[src/ufg_pkg.sv]
// Package: constants and types for the ISP user flash guard
package ufg_pkg;
    localparam int IO_W = 8;
    localparam int ADDR_W = 4;
    localparam int DATA_W = 8;
    // Register offsets
    localparam logic [3:0] OFS_CTRL = 4'h0;
    localparam logic [3:0] OFS_STAT = 4'h1;
    localparam logic [3:0] OFS_IRQ_STAT = 4'h2;
    localparam logic [3:0] OFS_IRQ_MASK = 4'h3;
    localparam logic [3:0] OFS_CLAMP_VAL = 4'h4;
    localparam logic [3:0] OFS_IO_OUT = 4'h5;
    localparam logic [3:0] OFS_IO_OE = 4'h6;
    // Control bits
    localparam int CTRL_CLAMP_BIT = 0;
    localparam int CTRL_RTP_BIT = 1;
    // Event bits
    localparam int EV_START_BIT = 0;
    localparam int EV_DONE_BIT = 1;
    localparam int EV_ABORT_BIT = 2;
    localparam int EV_W = 3;
    // TAP instruction codes, 4 bits
    localparam int IR_W = 4;
    localparam logic [3:0] IR_ENTER = 4'h2;
    localparam logic [3:0] IR_PROGRAM = 4'h3;
    localparam logic [3:0] IR_FINISH = 4'h4;
    localparam logic [3:0] IR_BYPASS = 4'hF;
    // Timing: wait before programming
    localparam int CLK_MHZ = 25;
    localparam int RTP_WAIT_MS = 500;
    localparam int RTP_WAIT_CYC = RTP_WAIT_MS * 1000 * CLK_MHZ;
    localparam int WAIT_CNT_W = 24;
    typedef enum logic [3:0] {
        UFG_RESET, UFG_IDLE, UFG_SEL_DR, UFG_CAP_DR, UFG_SH_DR,
        UFG_EX1_DR, UFG_PA_DR, UFG_EX2_DR, UFG_UP_DR, UFG_SEL_IR,
        UFG_CAP_IR, UFG_SH_IR, UFG_EX1_IR, UFG_PA_IR, UFG_EX2_IR,
        UFG_UP_IR
    } ufg_tap_t;
    typedef enum logic [1:0] {
        UFG_USER, UFG_WAITING, UFG_PROGRAMMING
    } ufg_isp_t;
endpackage

[src/ufg_guard.sv]
// Module: ISP user flash guard with TAP, busy flag and I/O gating
//
// Overview of operation
// - Busy output high during real-time programming
// - Done flag set only at successful end
// - Outside ISP, I/O drivers off unless done flag set
// - Core-first power: TAP live, no drive
// - IO-first power: TAP inactive, TDO tristate
// - ISP default: pins tristate with pull-up
// - Clamp or real-time option holds fixed levels
// - TMS high keeps TAP in reset
`timescale 1ns/100ps
module ufg_guard #(
    parameter int RTP_WAIT_CYCLES = ufg_pkg::RTP_WAIT_CYC
) (
    input wire logic clock_i,
    input wire logic reset_n_i,
    input wire logic tck_i,
    input wire logic tms_i,
    input wire logic tdi_i,
    output logic tdo_o,
    output logic tdo_oe_o,
    input wire logic core_supply_ok_i,
    input wire logic io_supply_ok_i,
    input wire logic [3:0] addr_i,
    input wire logic [7:0] wdata_i,
    input wire logic wr_i,
    input wire logic rd_i,
    output logic [7:0] rdata_o,
    output logic irq_o,
    output logic realtime_prog_active_o,
    output logic program_complete_flag_o,
    output logic [7:0] io_out_o,
    output logic [7:0] io_oe_o,
    output logic [7:0] io_pullup_o
);
    // ------------------------------------------------------------
    // Input synchronisers
    // ------------------------------------------------------------
    logic [4:0] sync1_reg;
    logic [4:0] sync2_reg;
    logic tck_prev_reg;
    always_ff @(posedge clock_i or negedge reset_n_i) begin
        if (!reset_n_i) begin
            sync1_reg <= 5'h0;
            sync2_reg <= 5'h0;
            tck_prev_reg <= 1'b0;
        end else begin
            sync1_reg <= {io_supply_ok_i, core_supply_ok_i, tdi_i,
                tms_i, tck_i};
            sync2_reg <= sync1_reg;
            tck_prev_reg <= sync2_reg[0];
        end
    end
    wire tck_s = sync2_reg[0];
    wire tms_s = sync2_reg[1];
    wire tdi_s = sync2_reg[2];
    wire core_ok = sync2_reg[3];
    wire io_ok = sync2_reg[4];
    wire tck_rise = tck_s & ~tck_prev_reg;
    wire tck_fall = ~tck_s & tck_prev_reg;
    // TAP live only with core power; gated by io supply for drive
    wire tap_live = core_ok & io_ok;

    // ------------------------------------------------------------
    // TAP controller
    // ------------------------------------------------------------
    ufg_pkg::ufg_tap_t tap_reg;
    ufg_pkg::ufg_tap_t tap_next;
    always_comb begin
        tap_next = tap_reg;
        unique case (tap_reg)
            ufg_pkg::UFG_RESET: tap_next = tms_s ? ufg_pkg::UFG_RESET
                : ufg_pkg::UFG_IDLE;
            ufg_pkg::UFG_IDLE: tap_next = tms_s ? ufg_pkg::UFG_SEL_DR
                : ufg_pkg::UFG_IDLE;
            ufg_pkg::UFG_SEL_DR: tap_next = tms_s ? ufg_pkg::UFG_SEL_IR
                : ufg_pkg::UFG_CAP_DR;
            ufg_pkg::UFG_CAP_DR: tap_next = tms_s ? ufg_pkg::UFG_EX1_DR
                : ufg_pkg::UFG_SH_DR;
            ufg_pkg::UFG_SH_DR: tap_next = tms_s ? ufg_pkg::UFG_EX1_DR
                : ufg_pkg::UFG_SH_DR;
            ufg_pkg::UFG_EX1_DR: tap_next = tms_s ? ufg_pkg::UFG_UP_DR
                : ufg_pkg::UFG_PA_DR;
            ufg_pkg::UFG_PA_DR: tap_next = tms_s ? ufg_pkg::UFG_EX2_DR
                : ufg_pkg::UFG_PA_DR;
            ufg_pkg::UFG_EX2_DR: tap_next = tms_s ? ufg_pkg::UFG_UP_DR
                : ufg_pkg::UFG_SH_DR;
            ufg_pkg::UFG_UP_DR: tap_next = tms_s ? ufg_pkg::UFG_SEL_DR
                : ufg_pkg::UFG_IDLE;
            ufg_pkg::UFG_SEL_IR: tap_next = tms_s ? ufg_pkg::UFG_RESET
                : ufg_pkg::UFG_CAP_IR;
            ufg_pkg::UFG_CAP_IR: tap_next = tms_s ? ufg_pkg::UFG_EX1_IR
                : ufg_pkg::UFG_SH_IR;
            ufg_pkg::UFG_SH_IR: tap_next = tms_s ? ufg_pkg::UFG_EX1_IR
                : ufg_pkg::UFG_SH_IR;
            ufg_pkg::UFG_EX1_IR: tap_next = tms_s ? ufg_pkg::UFG_UP_IR
                : ufg_pkg::UFG_PA_IR;
            ufg_pkg::UFG_PA_IR: tap_next = tms_s ? ufg_pkg::UFG_EX2_IR
                : ufg_pkg::UFG_PA_IR;
            ufg_pkg::UFG_EX2_IR: tap_next = tms_s ? ufg_pkg::UFG_UP_IR
                : ufg_pkg::UFG_SH_IR;
            ufg_pkg::UFG_UP_IR: tap_next = tms_s ? ufg_pkg::UFG_SEL_DR
                : ufg_pkg::UFG_IDLE;
        endcase
    end
    // Core-first power: TAP moves on edges, outputs stay off
    always_ff @(posedge clock_i or negedge reset_n_i) begin
        if (!reset_n_i) begin
            tap_reg <= ufg_pkg::UFG_RESET;
        end else if (!core_ok) begin
            tap_reg <= ufg_pkg::UFG_RESET;
        end else if (tck_rise) begin
            tap_reg <= tap_next;
        end
    end

    // ------------------------------------------------------------
    // Instruction and bypass shifting
    // ------------------------------------------------------------
    logic [3:0] ir_sh_reg;
    logic [3:0] ir_reg;
    logic byp_reg;
    wire in_sh_ir = tap_reg == ufg_pkg::UFG_SH_IR;
    wire in_sh_dr = tap_reg == ufg_pkg::UFG_SH_DR;
    always_ff @(posedge clock_i or negedge reset_n_i) begin
        if (!reset_n_i) begin
            ir_sh_reg <= 4'h0;
            ir_reg <= ufg_pkg::IR_BYPASS;
            byp_reg <= 1'b0;
        end else if (tap_reg == ufg_pkg::UFG_RESET) begin
            ir_reg <= ufg_pkg::IR_BYPASS;
        end else if (tck_rise) begin
            if (tap_reg == ufg_pkg::UFG_CAP_IR) begin
                ir_sh_reg <= 4'h1;
            end else if (in_sh_ir) begin
                ir_sh_reg <= {tdi_s, ir_sh_reg[3:1]};
            end else if (tap_reg == ufg_pkg::UFG_UP_IR) begin
                ir_reg <= ir_sh_reg;
            end
            if (in_sh_dr) begin
                byp_reg <= tdi_s;
            end
        end
    end
    wire upd_ir = tck_rise && tap_reg == ufg_pkg::UFG_UP_IR;
    wire cmd_enter = upd_ir && ir_sh_reg == ufg_pkg::IR_ENTER;
    wire cmd_prog = upd_ir && ir_sh_reg == ufg_pkg::IR_PROGRAM;
    wire cmd_finish = upd_ir && ir_sh_reg == ufg_pkg::IR_FINISH;
    // TDO changes on falling TCK, driven only while shifting
    wire shifting = in_sh_ir | in_sh_dr;
    wire tdo_bit = in_sh_ir ? ir_sh_reg[0] : byp_reg;
    always_ff @(posedge clock_i or negedge reset_n_i) begin
        if (!reset_n_i) begin
            tdo_o <= 1'b0;
            tdo_oe_o <= 1'b0;
        end else if (tck_fall) begin
            tdo_o <= tdo_bit;
            tdo_oe_o <= shifting & tap_live;
        end else if (!tap_live) begin
            tdo_oe_o <= 1'b0;
        end
    end

    // ------------------------------------------------------------
    // ISP sequence: wait, programming, completion
    // ------------------------------------------------------------
    ufg_pkg::ufg_isp_t isp_reg;
    logic [23:0] wait_reg;
    logic done_reg;
    logic [7:0] ctrl_reg;
    wire rtp_en = ctrl_reg[ufg_pkg::CTRL_RTP_BIT];
    wire clamp_en = ctrl_reg[ufg_pkg::CTRL_CLAMP_BIT];
    wire wait_over = wait_reg == 24'h0;
    wire aborted = isp_reg != ufg_pkg::UFG_USER
        && tap_reg == ufg_pkg::UFG_RESET;
    wire finished = isp_reg == ufg_pkg::UFG_PROGRAMMING && cmd_finish;
    always_ff @(posedge clock_i or negedge reset_n_i) begin
        if (!reset_n_i) begin
            isp_reg <= ufg_pkg::UFG_USER;
            wait_reg <= 24'h0;
        end else if (aborted) begin
            isp_reg <= ufg_pkg::UFG_USER;
        end else begin
            unique case (isp_reg)
                ufg_pkg::UFG_USER: if (cmd_enter) begin
                    isp_reg <= ufg_pkg::UFG_WAITING;
                    wait_reg <= rtp_en ? RTP_WAIT_CYCLES[23:0] : 24'h0;
                end
                ufg_pkg::UFG_WAITING: if (!wait_over) begin
                    wait_reg <= wait_reg - 24'h1;
                end else if (cmd_prog) begin
                    isp_reg <= ufg_pkg::UFG_PROGRAMMING;
                end
                ufg_pkg::UFG_PROGRAMMING: if (cmd_finish) begin
                    isp_reg <= ufg_pkg::UFG_USER;
                end
            endcase
        end
    end
    // Done cleared on entry so a broken run never drives pins
    always_ff @(posedge clock_i or negedge reset_n_i) begin
        if (!reset_n_i) begin
            done_reg <= 1'b0;
        end else if (finished) begin
            done_reg <= 1'b1;
        end else if (cmd_enter) begin
            done_reg <= 1'b0;
        end
    end
    wire in_isp = isp_reg != ufg_pkg::UFG_USER;
    // Busy from entry to finish in real-time mode, so user logic stops
    wire busy_next = in_isp & rtp_en;

    // ------------------------------------------------------------
    // Registers and I/O
    // ------------------------------------------------------------
    logic [7:0] clamp_reg;
    logic [7:0] uout_reg;
    logic [7:0] uoe_reg;
    logic [2:0] ist_reg;
    logic [2:0] imask_reg;
    wire [2:0] ev = {aborted, finished, cmd_enter && !in_isp};
    wire wr_ctrl = wr_i && addr_i == ufg_pkg::OFS_CTRL;
    wire wr_ist = wr_i && addr_i == ufg_pkg::OFS_IRQ_STAT;
    // Set wins over write-one-clear
    wire [2:0] ist_next = ev | (ist_reg & ~(wr_ist ? wdata_i[2:0] : 3'h0));
    always_ff @(posedge clock_i or negedge reset_n_i) begin
        if (!reset_n_i) begin
            ctrl_reg <= 8'h0;
            clamp_reg <= 8'h0;
            uout_reg <= 8'h0;
            uoe_reg <= 8'h0;
            imask_reg <= 3'h0;
            ist_reg <= 3'h0;
        end else begin
            ist_reg <= ist_next;
            if (wr_ctrl && !in_isp) ctrl_reg <= wdata_i;
            if (wr_i && addr_i == ufg_pkg::OFS_CLAMP_VAL) begin
                clamp_reg <= wdata_i;
            end
            if (wr_i && addr_i == ufg_pkg::OFS_IO_OUT) uout_reg <= wdata_i;
            if (wr_i && addr_i == ufg_pkg::OFS_IO_OE) uoe_reg <= wdata_i;
            if (wr_i && addr_i == ufg_pkg::OFS_IRQ_MASK) begin
                imask_reg <= wdata_i[2:0];
            end
        end
    end
    wire hold_fixed = clamp_en | rtp_en;
    wire [7:0] oe_next = in_isp ? (hold_fixed ? 8'hFF : 8'h00)
        : (done_reg ? uoe_reg : 8'h00);
    wire [7:0] out_next = in_isp ? clamp_reg : uout_reg;
    wire [7:0] pu_next = (in_isp && !hold_fixed) ? 8'hFF : 8'h00;
    wire [7:0] stat = {3'h0, io_ok, core_ok, done_reg, busy_next, in_isp};
    wire [7:0] rd_mux =
        addr_i == ufg_pkg::OFS_CTRL ? ctrl_reg :
        addr_i == ufg_pkg::OFS_STAT ? stat :
        addr_i == ufg_pkg::OFS_IRQ_STAT ? {5'h0, ist_reg} :
        addr_i == ufg_pkg::OFS_IRQ_MASK ? {5'h0, imask_reg} :
        addr_i == ufg_pkg::OFS_CLAMP_VAL ? clamp_reg :
        addr_i == ufg_pkg::OFS_IO_OUT ? uout_reg :
        addr_i == ufg_pkg::OFS_IO_OE ? uoe_reg : 8'h00;
    always_ff @(posedge clock_i or negedge reset_n_i) begin
        if (!reset_n_i) begin
            rdata_o <= 8'h0;
            irq_o <= 1'b0;
            realtime_prog_active_o <= 1'b0;
            program_complete_flag_o <= 1'b0;
            io_out_o <= 8'h0;
            io_oe_o <= 8'h0;
            io_pullup_o <= 8'h0;
        end else begin
            rdata_o <= rd_i ? rd_mux : 8'h00;
            irq_o <= |(ist_next & imask_reg);
            realtime_prog_active_o <= busy_next;
            program_complete_flag_o <= done_reg;
            io_out_o <= out_next;
            io_oe_o <= io_ok ? oe_next : 8'h00;
            io_pullup_o <= pu_next;
        end
    end

    // ------------------------------------------------------------
    // Checks
    // ------------------------------------------------------------
    chk_tms_holds_reset: assert property (
        @(posedge clock_i) disable iff (!reset_n_i)
        tap_reg == ufg_pkg::UFG_RESET && tms_s && core_ok
        |=> tap_reg == ufg_pkg::UFG_RESET)
        else $error("TAP left reset with TMS high");
    chk_io_off_undone: assert property (
        @(posedge clock_i) disable iff (!reset_n_i)
        !done_reg && !in_isp |=> io_oe_o == 8'h00)
        else $error("I/O driven before done");
    chk_done_only_finish: assert property (
        @(posedge clock_i) disable iff (!reset_n_i)
        $rose(done_reg) |-> $past(finished))
        else $error("Done set outside finish");
    chk_busy_follows: assert property (
        @(posedge clock_i) disable iff (!reset_n_i)
        in_isp && rtp_en |=> realtime_prog_active_o)
        else $error("Busy not raised");
    chk_busy_drops: assert property (
        @(posedge clock_i) disable iff (!reset_n_i)
        finished |=> ##1 !realtime_prog_active_o)
        else $error("Busy not dropped");
    chk_isp_pullup: assert property (
        @(posedge clock_i) disable iff (!reset_n_i)
        in_isp && !hold_fixed |=> io_oe_o == 8'h00 && io_pullup_o == 8'hFF)
        else $error("Pins not tristated with pull-up");
    chk_clamp_level: assert property (
        @(posedge clock_i) disable iff (!reset_n_i)
        in_isp && hold_fixed && io_ok |=> io_out_o == $past(clamp_reg))
        else $error("Clamp level wrong");
    chk_tdo_off_io: assert property (
        @(posedge clock_i) disable iff (!reset_n_i)
        !core_ok |=> ##1 !tdo_oe_o)
        else $error("TDO driven without core power");
    chk_no_prog_early: assert property (
        @(posedge clock_i) disable iff (!reset_n_i)
        isp_reg == ufg_pkg::UFG_WAITING && !wait_over
        |=> isp_reg != ufg_pkg::UFG_PROGRAMMING)
        else $error("Programming before wait");
    chk_tdo_needs_io: assert property (
        @(posedge clock_i) disable iff (!reset_n_i)
        !io_ok |=> !tdo_oe_o)
        else $error("TDO driven without io power");
    chk_abort_no_done: assert property (
        @(posedge clock_i) disable iff (!reset_n_i)
        aborted |=> !done_reg)
        else $error("Done set by aborted session");
    chk_busy_idle_low: assert property (
        @(posedge clock_i) disable iff (!reset_n_i)
        !in_isp |=> !realtime_prog_active_o)
        else $error("Busy high outside a session");
    cov_io_first: cover property (@(posedge clock_i) io_ok && !core_ok);
    cov_enter: cover property (@(posedge clock_i) cmd_enter);
    cov_finish: cover property (@(posedge clock_i) finished);
    cov_abort: cover property (@(posedge clock_i) aborted);
    cov_rtp: cover property (@(posedge clock_i) realtime_prog_active_o);
endmodule

[config.mk]
export PLATFORM = sky130hd
export DESIGN_NAME = ufg_guard
export DESIGN_NICKNAME = d
export VERILOG_FILES = /design/src/ufg_pkg.sv /design/src/ufg_guard.sv
export SDC_FILE = /design/constraint.sdc
export NUM_CORES = 1
export LEC_CHECK = 0
export BUFFER_PORTS_ARGS = -buffer_cell sky130_fd_sc_hd__buf_2
export CORE_AREA = 2 2 148 78
export CTS_BUF_LIST = sky130_fd_sc_hd__clkbuf_8
export CTS_CLUSTER_DIAMETER = 120
export DETAILED_ROUTE_END_ITERATION = 8
export DIE_AREA = 0 0 150 80
export PLACE_DENSITY = 0.76
export SYNTH_ARGS = -nofsm -noshare
export SYNTH_HDL_FRONTEND = slang
export SYNTH_SLANG_ARGS = --single-unit
[constraint.sdc]
create_clock -name clock_i -period 2.1 [get_ports clock_i]
set_input_delay 0.42 -clock clock_i [delete_from_list [all_inputs] [get_ports clock_i]]
set_output_delay 0.42 -clock clock_i [all_outputs]
set_load 0.05 [all_outputs]
==> results.md, run 1 <==
- First-pass GRT wire length: 24100 um
- DIE AREA: 0.0120 mm^2
- Die width: 150 um
- Final WL: 15900 um
- Unique masters post-synth: 63
- Initial Util: 53.6%
- Worst R2R Setup Slack: 0.02 ns
- Ys flop type: dfrtp_1
- Worst endpoint required time: 2.40 ns
- Drt wl/cell: 19.8 um
- Vias after detailed routing: 4854
- Fmax: 0.480 GHz
- HP Class: in2async
- Final setup violating endpoints: 0
- Layout cells sized above 1: 39.3%
- Num CTS Buffers: 17
- Total track usage: 26.6%
- Synth area leader: dfrtp_1
- Synth area leaders: dfrtp_1, mux2_2, a21oi_1
- IO Count: 58
- Busiest grt layer: met1
- Met3 Resource Use GR: 8.97%
- CP Launch Type: flip-flop
- Largest net degree at the start of global routing: 41
- Number of synthesized flops with an enable pin: 0
- # H-tree levels: 4
- Slew HR: 59.0%
- Crit. End Element: flip-flop
- Hold Slack: 0.00249 ns
- Post-DP HPWL: 11100 um
- Lkg Pwr: 3.39 nW
- Port bufs: 57
- PnR Total Power: 5.48 mW
- TritonCTS clock tree: built
- Max FFs per register: 24
- Clock-pin slew on the worst setup and hold paths: 0.08 ns
- Final hold vios: 0
- Async set-or-reset flop fraction in the synthesized netlist: 100%
- Mapped Nets: 557
- Overflow after GRT: 0
- Number of diodes: 0
- CP max FO: 7
- Max-cap viol count: 0
- Number of iterations in the first detailed-routing pass: 5
- Clock root cell: clkbuf_8
- Number of clock sinks: 115
- CORE AREA: 0.0107 mm^2
- P per Cell Area: 758 mW/mm^2
- RSZ-0062 raised after global routing: yes
- Initial drt markers: 455
- Syn Inst Count: 531
- Chip height: 80 um
- Post-route DRC: 0
- Sequential element share of the synthesized area: 50.3%
- Post-synthesis cell area: 0.00572 mm^2
- Vias in the first global route: 4399
- Initial antenna violation count: 0
- Clk Latency, worst-skew pair: 0.42 ns
- Post-DP Area: 0.00651 mm^2
- Avg Cell Area, Syn: 10.8 um^2
- Cell area after layout: 0.00723 mm^2
- Placed insts: 760
- Final non-filler cell total: 802
- Hold_buf cts: 0
- ANT nets after route: 0
- Routability cong.: 0.956
- Synthesized flop and latch total: 115
- Outcome: completed
- Pins Over Slew Limit: 0
- Clk buf depth: 2
- # nets final: 670
- GR met1 Demand/Resource: 42.8%
- Yosys top cell area share: 50.3%
- VDD IR-drop max: 0.583 mV
- R2r worst-path depth: 6
- Routed vias/inst: 6.05
- Final period util: 99.2%
- Ys Warns: 0
- Area delta synth->final: 26.5%
- Worst-Margin Slew: 0.614 ns
- Data arrival, critical path: 2.38 ns
- Worst Skew: 0.0136 ns
- # rows: 27
- Crit path time final: 2.08 ns
- Kind of critical path: reg2reg
- M2 GR Usage: 33.7%
-- area by class of cell --
cell class                 count  area (um^2)
clock inverter                14          141
clock buffer                  18          248
tap                          145          181
fill                         807         3440
multi-input combinational    361         2780
sequential                   115         2880
inverter                      17         63.8
timing repair buffer         132          938
-- per-layer routing --
| metal | up-vias | wire length, um |
|---|---|---|
| li1 | 2194 | - |
| met1 | 2360 | 7600 |
| met2 | 279 | 6320 |
| met3 | 21 | 1810 |
| met4 | 0 | 131 |
| met5 | - | 0 |
-- timing repair --
action | 4_1_cts | 5_1_grt
setup buffers | 2 | 6
pin swaps | 3 | 10
cloned | 0 | 2
gates resized for setup | 11 | 38
setup endpoints to repair | 23 | 26
-- final timing paths --
path | from | end
max | wait_reg[9] | wait_reg[23]
min | reset_n_i | sync1_reg[1]
max reg2reg | wait_reg[9] | wait_reg[23]
min reg2reg | sync1_reg[4] | sync2_reg[4]
max in group asynchronous | reset_n_i | clamp_reg[1]
min in group clock_i | tms_i | sync1_reg[1]
-- cells in the mapped netlist, drive strengths merged (2+ instances only) --
master,instances
a31o,4
or3b,2
mux2i,11
nor2,26
and2,2
a41o,3
nand3,16
nand2b,10
nand2,43
nor3,17
a22oi,4
nand4b,3
o21ai,23
o21a,3
o211a,2
nand4,2
o31ai,15
o41ai,3
a31oi,14
and3,4
ha,5
clkbuf,13
or4,9
mux2,49
or3,7
buf,25
a22o,3
nor3b,2
dfrtp,115
xor2,2
nor2b,8
nor4,7
o2bb2ai,8
a21oi,34
a221oi,3
inv,17
-- stage by stage --
step / setup slack, ns / util [%] / TNS (ns)
6_report: 0.0172 / 67.8 / 0
2_1_floorplan: 0.0786 / - / 0
4_1_cts: -0.00554 / 65.2 / -0.00789
3_5_place_dp: -0.138 / 61.0 / -0.865
3_3_place_gp: -0.0477 / 61.0 / -0.0497
5_1_grt: -0.0567 / 67.8 / -0.338
-- worst max-delay path, stage by stage, from the launching register on --
cell and delay [ns]:
dfrtp_2 0.46, nor4_4 0.37, nand4_2 0.16, or4_4 0.58
clkbuf_16 0.19, a21oi_2 0.15, nor3b_2 0.06
-- power breakdown --
part / internal [mW] / leakage (nW) / switching, mW
combinational: 0.335 / 1.70 / 0.487
sequential: 2.44 / 1.50 / 0.187
clock: 1.00 / 0.192 / 1.03
-- cell usage in the layout, fill, tap and decap left out, types with 5 or more instances in the layout --
cell type and instances:
inv_6 7, nor2b_1 8, buf_12 5, or3_1 7
mux2_2 49, nor2_1 23, a31oi_1 10, buf_4 68
nand3_1 14, o21ai_0 22, dfrtp_1 112, nand2b_1 10
clkbuf_8 18, o2bb2ai_1 8, nand2_1 41, o31ai_1 15
nor3_1 12, inv_1 17, mux2i_1 11, nor4_4 5
or4_1 7, a21oi_1 29, buf_2 56
-- kinds of logic after synthesis --
family          count (synthesis)  synth area share [%]
fa+ha+maj                       5                  1.09
mux                            60                  11.6
flops                         115                  50.3
compound gates                130                  15.3
simple gates                  164                  16.6
xor+xnor                        2                 0.306
buf+inv                        55                  4.79
Power figures use the tool's default switching activity.
==> inputs of run 2 (changes only) <==
--- a/config.mk
+++ b/config.mk
@@ -5,13 +5,14 @@
 export SDC_FILE = /design/constraint.sdc
 export NUM_CORES = 1
 export LEC_CHECK = 0
+export ABC_CLOCK_PERIOD_IN_PS = 2550
 export BUFFER_PORTS_ARGS = -buffer_cell sky130_fd_sc_hd__buf_2
-export CORE_AREA = 2 2 148 78
+export CORE_AREA = 2 2 136 72
 export CTS_BUF_LIST = sky130_fd_sc_hd__clkbuf_8
 export CTS_CLUSTER_DIAMETER = 120
 export DETAILED_ROUTE_END_ITERATION = 8
-export DIE_AREA = 0 0 150 80
-export PLACE_DENSITY = 0.76
+export DIE_AREA = 0 0 138 74
+export PLACE_DENSITY = 0.85
 export SYNTH_ARGS = -nofsm -noshare
 export SYNTH_HDL_FRONTEND = slang
 export SYNTH_SLANG_ARGS = --single-unit
==> constraint.sdc (replaced) <==
create_clock -name clock_i -period 2.55 [get_ports clock_i]
set_input_delay 0.51 -clock clock_i [delete_from_list [all_inputs] [get_ports clock_i]]
set_output_delay 0.51 -clock clock_i [all_outputs]
set_load 0.05 [all_outputs]
==> results.md, run 2 (same netlist as run 1, synthesis figures left out) <==
- TritonCTS clock tree: built (unchanged)
- Most frequent cells in the layout: dfrtp_1, buf_2, mux2_2 (was dfrtp_1, buf_4, buf_2)
- Largest net degree at the start of global routing: 47 (was 41)
- Slowest stage delay, CP: 0.58 ns (about the same)
- CP max FO: 19 (was 7)
- Max-cap viol count: 0 (unchanged)
- CP Launch Type: flip-flop (unchanged)
- Fmax: 0.421 GHz (was 0.480 GHz)
- ANT nets after route: 0 (unchanged)
- Chip height: 74 um (was 80 um)
- Pins Over Slew Limit: 0 (unchanged)
- HP Class: in2async (unchanged)
- Drt wl/cell: 20.9 um (was 19.8 um)
- End of the worst register-to-register path: wait_reg[22] (was wait_reg[23])
- Commonest non-fill, non-tap cell in the layout: dfrtp_1 (unchanged)
- Final setup violating endpoints: 0 (unchanged)
- Vias after detailed routing: 4822 (was 4854)
- Initial Util: 63.0% (was 53.6%)
- WL met1: 6610 um (was 7600 um)
- First-pass GRT wire length: 24400 um (was 24100 um)
- Seq pwr share: 48.7% (was 48.0%)
- Final WL: 15200 um (was 15900 um)
- Worst R2R Setup Slack: 0.18 ns (was 0.02 ns)
- Clock root cell: clkbuf_8 (unchanged)
- Critical Path, Cell by Cell: inv_1, ha_1, buf_4, nand2b_1, nor4_4, a31oi_4, or4_1, a21oi_1 (was nor4_4, nand4_2, or4_4, clkbuf_16, a21oi_2, nor3b_2)
- Number of clock sinks: 115 (unchanged)
- Data arrival, critical path: 2.72 ns (was 2.38 ns)
- Crit path time final: 2.37 ns (was 2.08 ns)
- # rows: 25 (was 27)
- Power share of the clock group: 36.6% (was 37.0%)
- Met3 wire len: 1810 um (about the same)
- VDD IR-drop max: 0.548 mV (was 0.583 mV)
- Lkg Pwr: 3.05 nW (was 3.39 nW)
- Overflow after GRT: 0 (unchanged)
- Kind of critical path: reg2reg (unchanged)
- Die width: 138 um (was 150 um)
- Number of iterations in the first detailed-routing pass: 5 (unchanged)
- Clk Latency, worst-skew pair: 0.44 ns (was 0.42 ns)
- Met2 WL: 6460 um (was 6320 um)
- Clock-pin slew on the worst setup and hold paths: 0.08 ns (about the same)
- Reg area: 0.00288 mm^2 (about the same)
- Final period util: 93.1% (was 99.2%)
- # nets final: 618 (was 670)
- Max FFs per register: 24 (unchanged)
- Port bufs: 57 (unchanged)
- Final hold vios: 0 (unchanged)
- IO Count: 58 (unchanged)
- Routed vias/inst: 6.64 (was 6.05)
- Placed insts: 694 (was 760)
- Outcome: completed (unchanged)
- Highest metal used: met4 (unchanged)
- Switch share: 31.5% (was 31.1%)
- CORE AREA: 0.00907 mm^2 (was 0.0107 mm^2)
- P_int: 3.07 mW (was 3.78 mW)
- Vias in the first global route: 4551 (was 4399)
- P per Cell Area: 684 mW/mm^2 (was 758 mW/mm^2)
- Area delta synth->final: 14.4% (was 26.5%)
- Number of diodes: 0 (unchanged)
- Comb power frac: 14.7% (was 15.0%)
- Total track usage: 31.3% (was 26.6%)
- Worst endpoint required time: 2.89 ns (was 2.40 ns)
- Post-Route Setup TNS: 0 ns (unchanged)
- Initial antenna violation count: 0 (unchanged)
- Initial drt markers: 535 (was 455)
- FF-to-FF Start: isp_reg[1] (was wait_reg[9])
- Setup WS pre-CTS: 0.0744 ns (was -0.138 ns)
- Num CTS Buffers: 17 (unchanged)
- Hold Slack: 0.0189 ns (was 0.00249 ns)
- # H-tree levels: 4 (unchanged)
- Worst-Margin Slew: 0.896 ns (was 0.614 ns)
- Critical path's slowest cell: or4_1 (was or4_4)
- Crit. End Element: flip-flop (unchanged)
- DIE AREA: 0.0102 mm^2 (was 0.0120 mm^2)
- Final non-filler cell total: 726 (was 802)
- Layout cells sized above 1: 29.9% (was 39.3%)
- Routability cong.: 0.944 (was 0.956)
- Hold_buf cts: 0 (unchanged)
- Worst Skew: 0.0134 ns (was 0.0136 ns)
- Clk buf depth: 2 (unchanged)
- NetSw: 1.41 mW (was 1.71 mW)
- Area taken by multi-input logic gates: 0.00259 mm^2 (was 0.00278 mm^2)
- Post-route DRC: 0 (unchanged)
- Post-DP HPWL: 10500 um (was 11100 um)
- R2r worst-path depth: 8 (was 6)
- RSZ-0062 raised after global routing: no (was yes)
- Final worst setup slack: 0.175 ns (was 0.0172 ns)
- # fillers: 632 (was 807)
- Slew HR: 39.8% (was 59.0%)
## run 2: worst max-delay path, delay by kind of cell (launching register included)
family	cells	cell delay, ns
AOI/OAI and AO/OA	2	0.36
DFF	1	0.38
buffers and inverters	2	0.31
adders and majority gates	1	0.28
and+or+nand+nor	3	0.95
## run 2: worst max path at each step
stage,from,to,slack [ns],cells after the start
floorplan,addr_i[1],irq_o,0.51,6
global placement,addr_i[2],clamp_reg[3],0.20,6
detailed placement,wait_reg[10],wait_reg[0],0.07,5
CTS,wait_reg[10],wait_reg[0],0.07,5
global route,isp_reg[0],isp_reg[0],0.03,7
finish,isp_reg[1],wait_reg[22],0.18,8
## run 2: power groups by stage
stage          Sequential (mW)  Clock, mW  Combinational (mW)
4_1_cts                   2.17       1.65               0.653
3_3_place_gp              2.18          0               0.620
6_report                  2.18       1.64               0.658
2_1_floorplan             2.28          0               0.314
3_5_place_dp              2.20          0               0.645
5_1_grt                   2.20       1.75               0.700
## run 2: final cells by class
cell class	instances	share of cell area [%]
Sequential cell	115	44.0
Clock inverter	15	2.28
Tap cell	121	2.31
Timing Repair Buffer	80	7.23
Inverter	17	0.975
Multi-Input combinational cell	361	39.6
Clock buffer	17	3.58
## run 2: per-stage QoR
step | total power, mW | util [%] | area (um^2)
2_1_floorplan | 2.59 | - | 5720
3_3_place_gp | 2.80 | 67.7 | 6140
3_5_place_dp | 2.84 | 67.7 | 6140
4_1_cts | 4.47 | 71.9 | 6520
5_1_grt | 4.64 | 72.1 | 6540
6_report | 4.48 | 72.1 | 6540
## run 2: repair_timing
item	in CTS	in global routing
setup endpoints to repair	0	20
resized for setup	0	3
setup buffers	0	0
## run 2: per-layer routing
metal / track usage [%] / vias up
met4: 12.6 / 0
met2: 43.8 / 336
met5: 0 / -
met1: 46.3 / 2371
met3: 9.21 / 37
li1: - / 2078
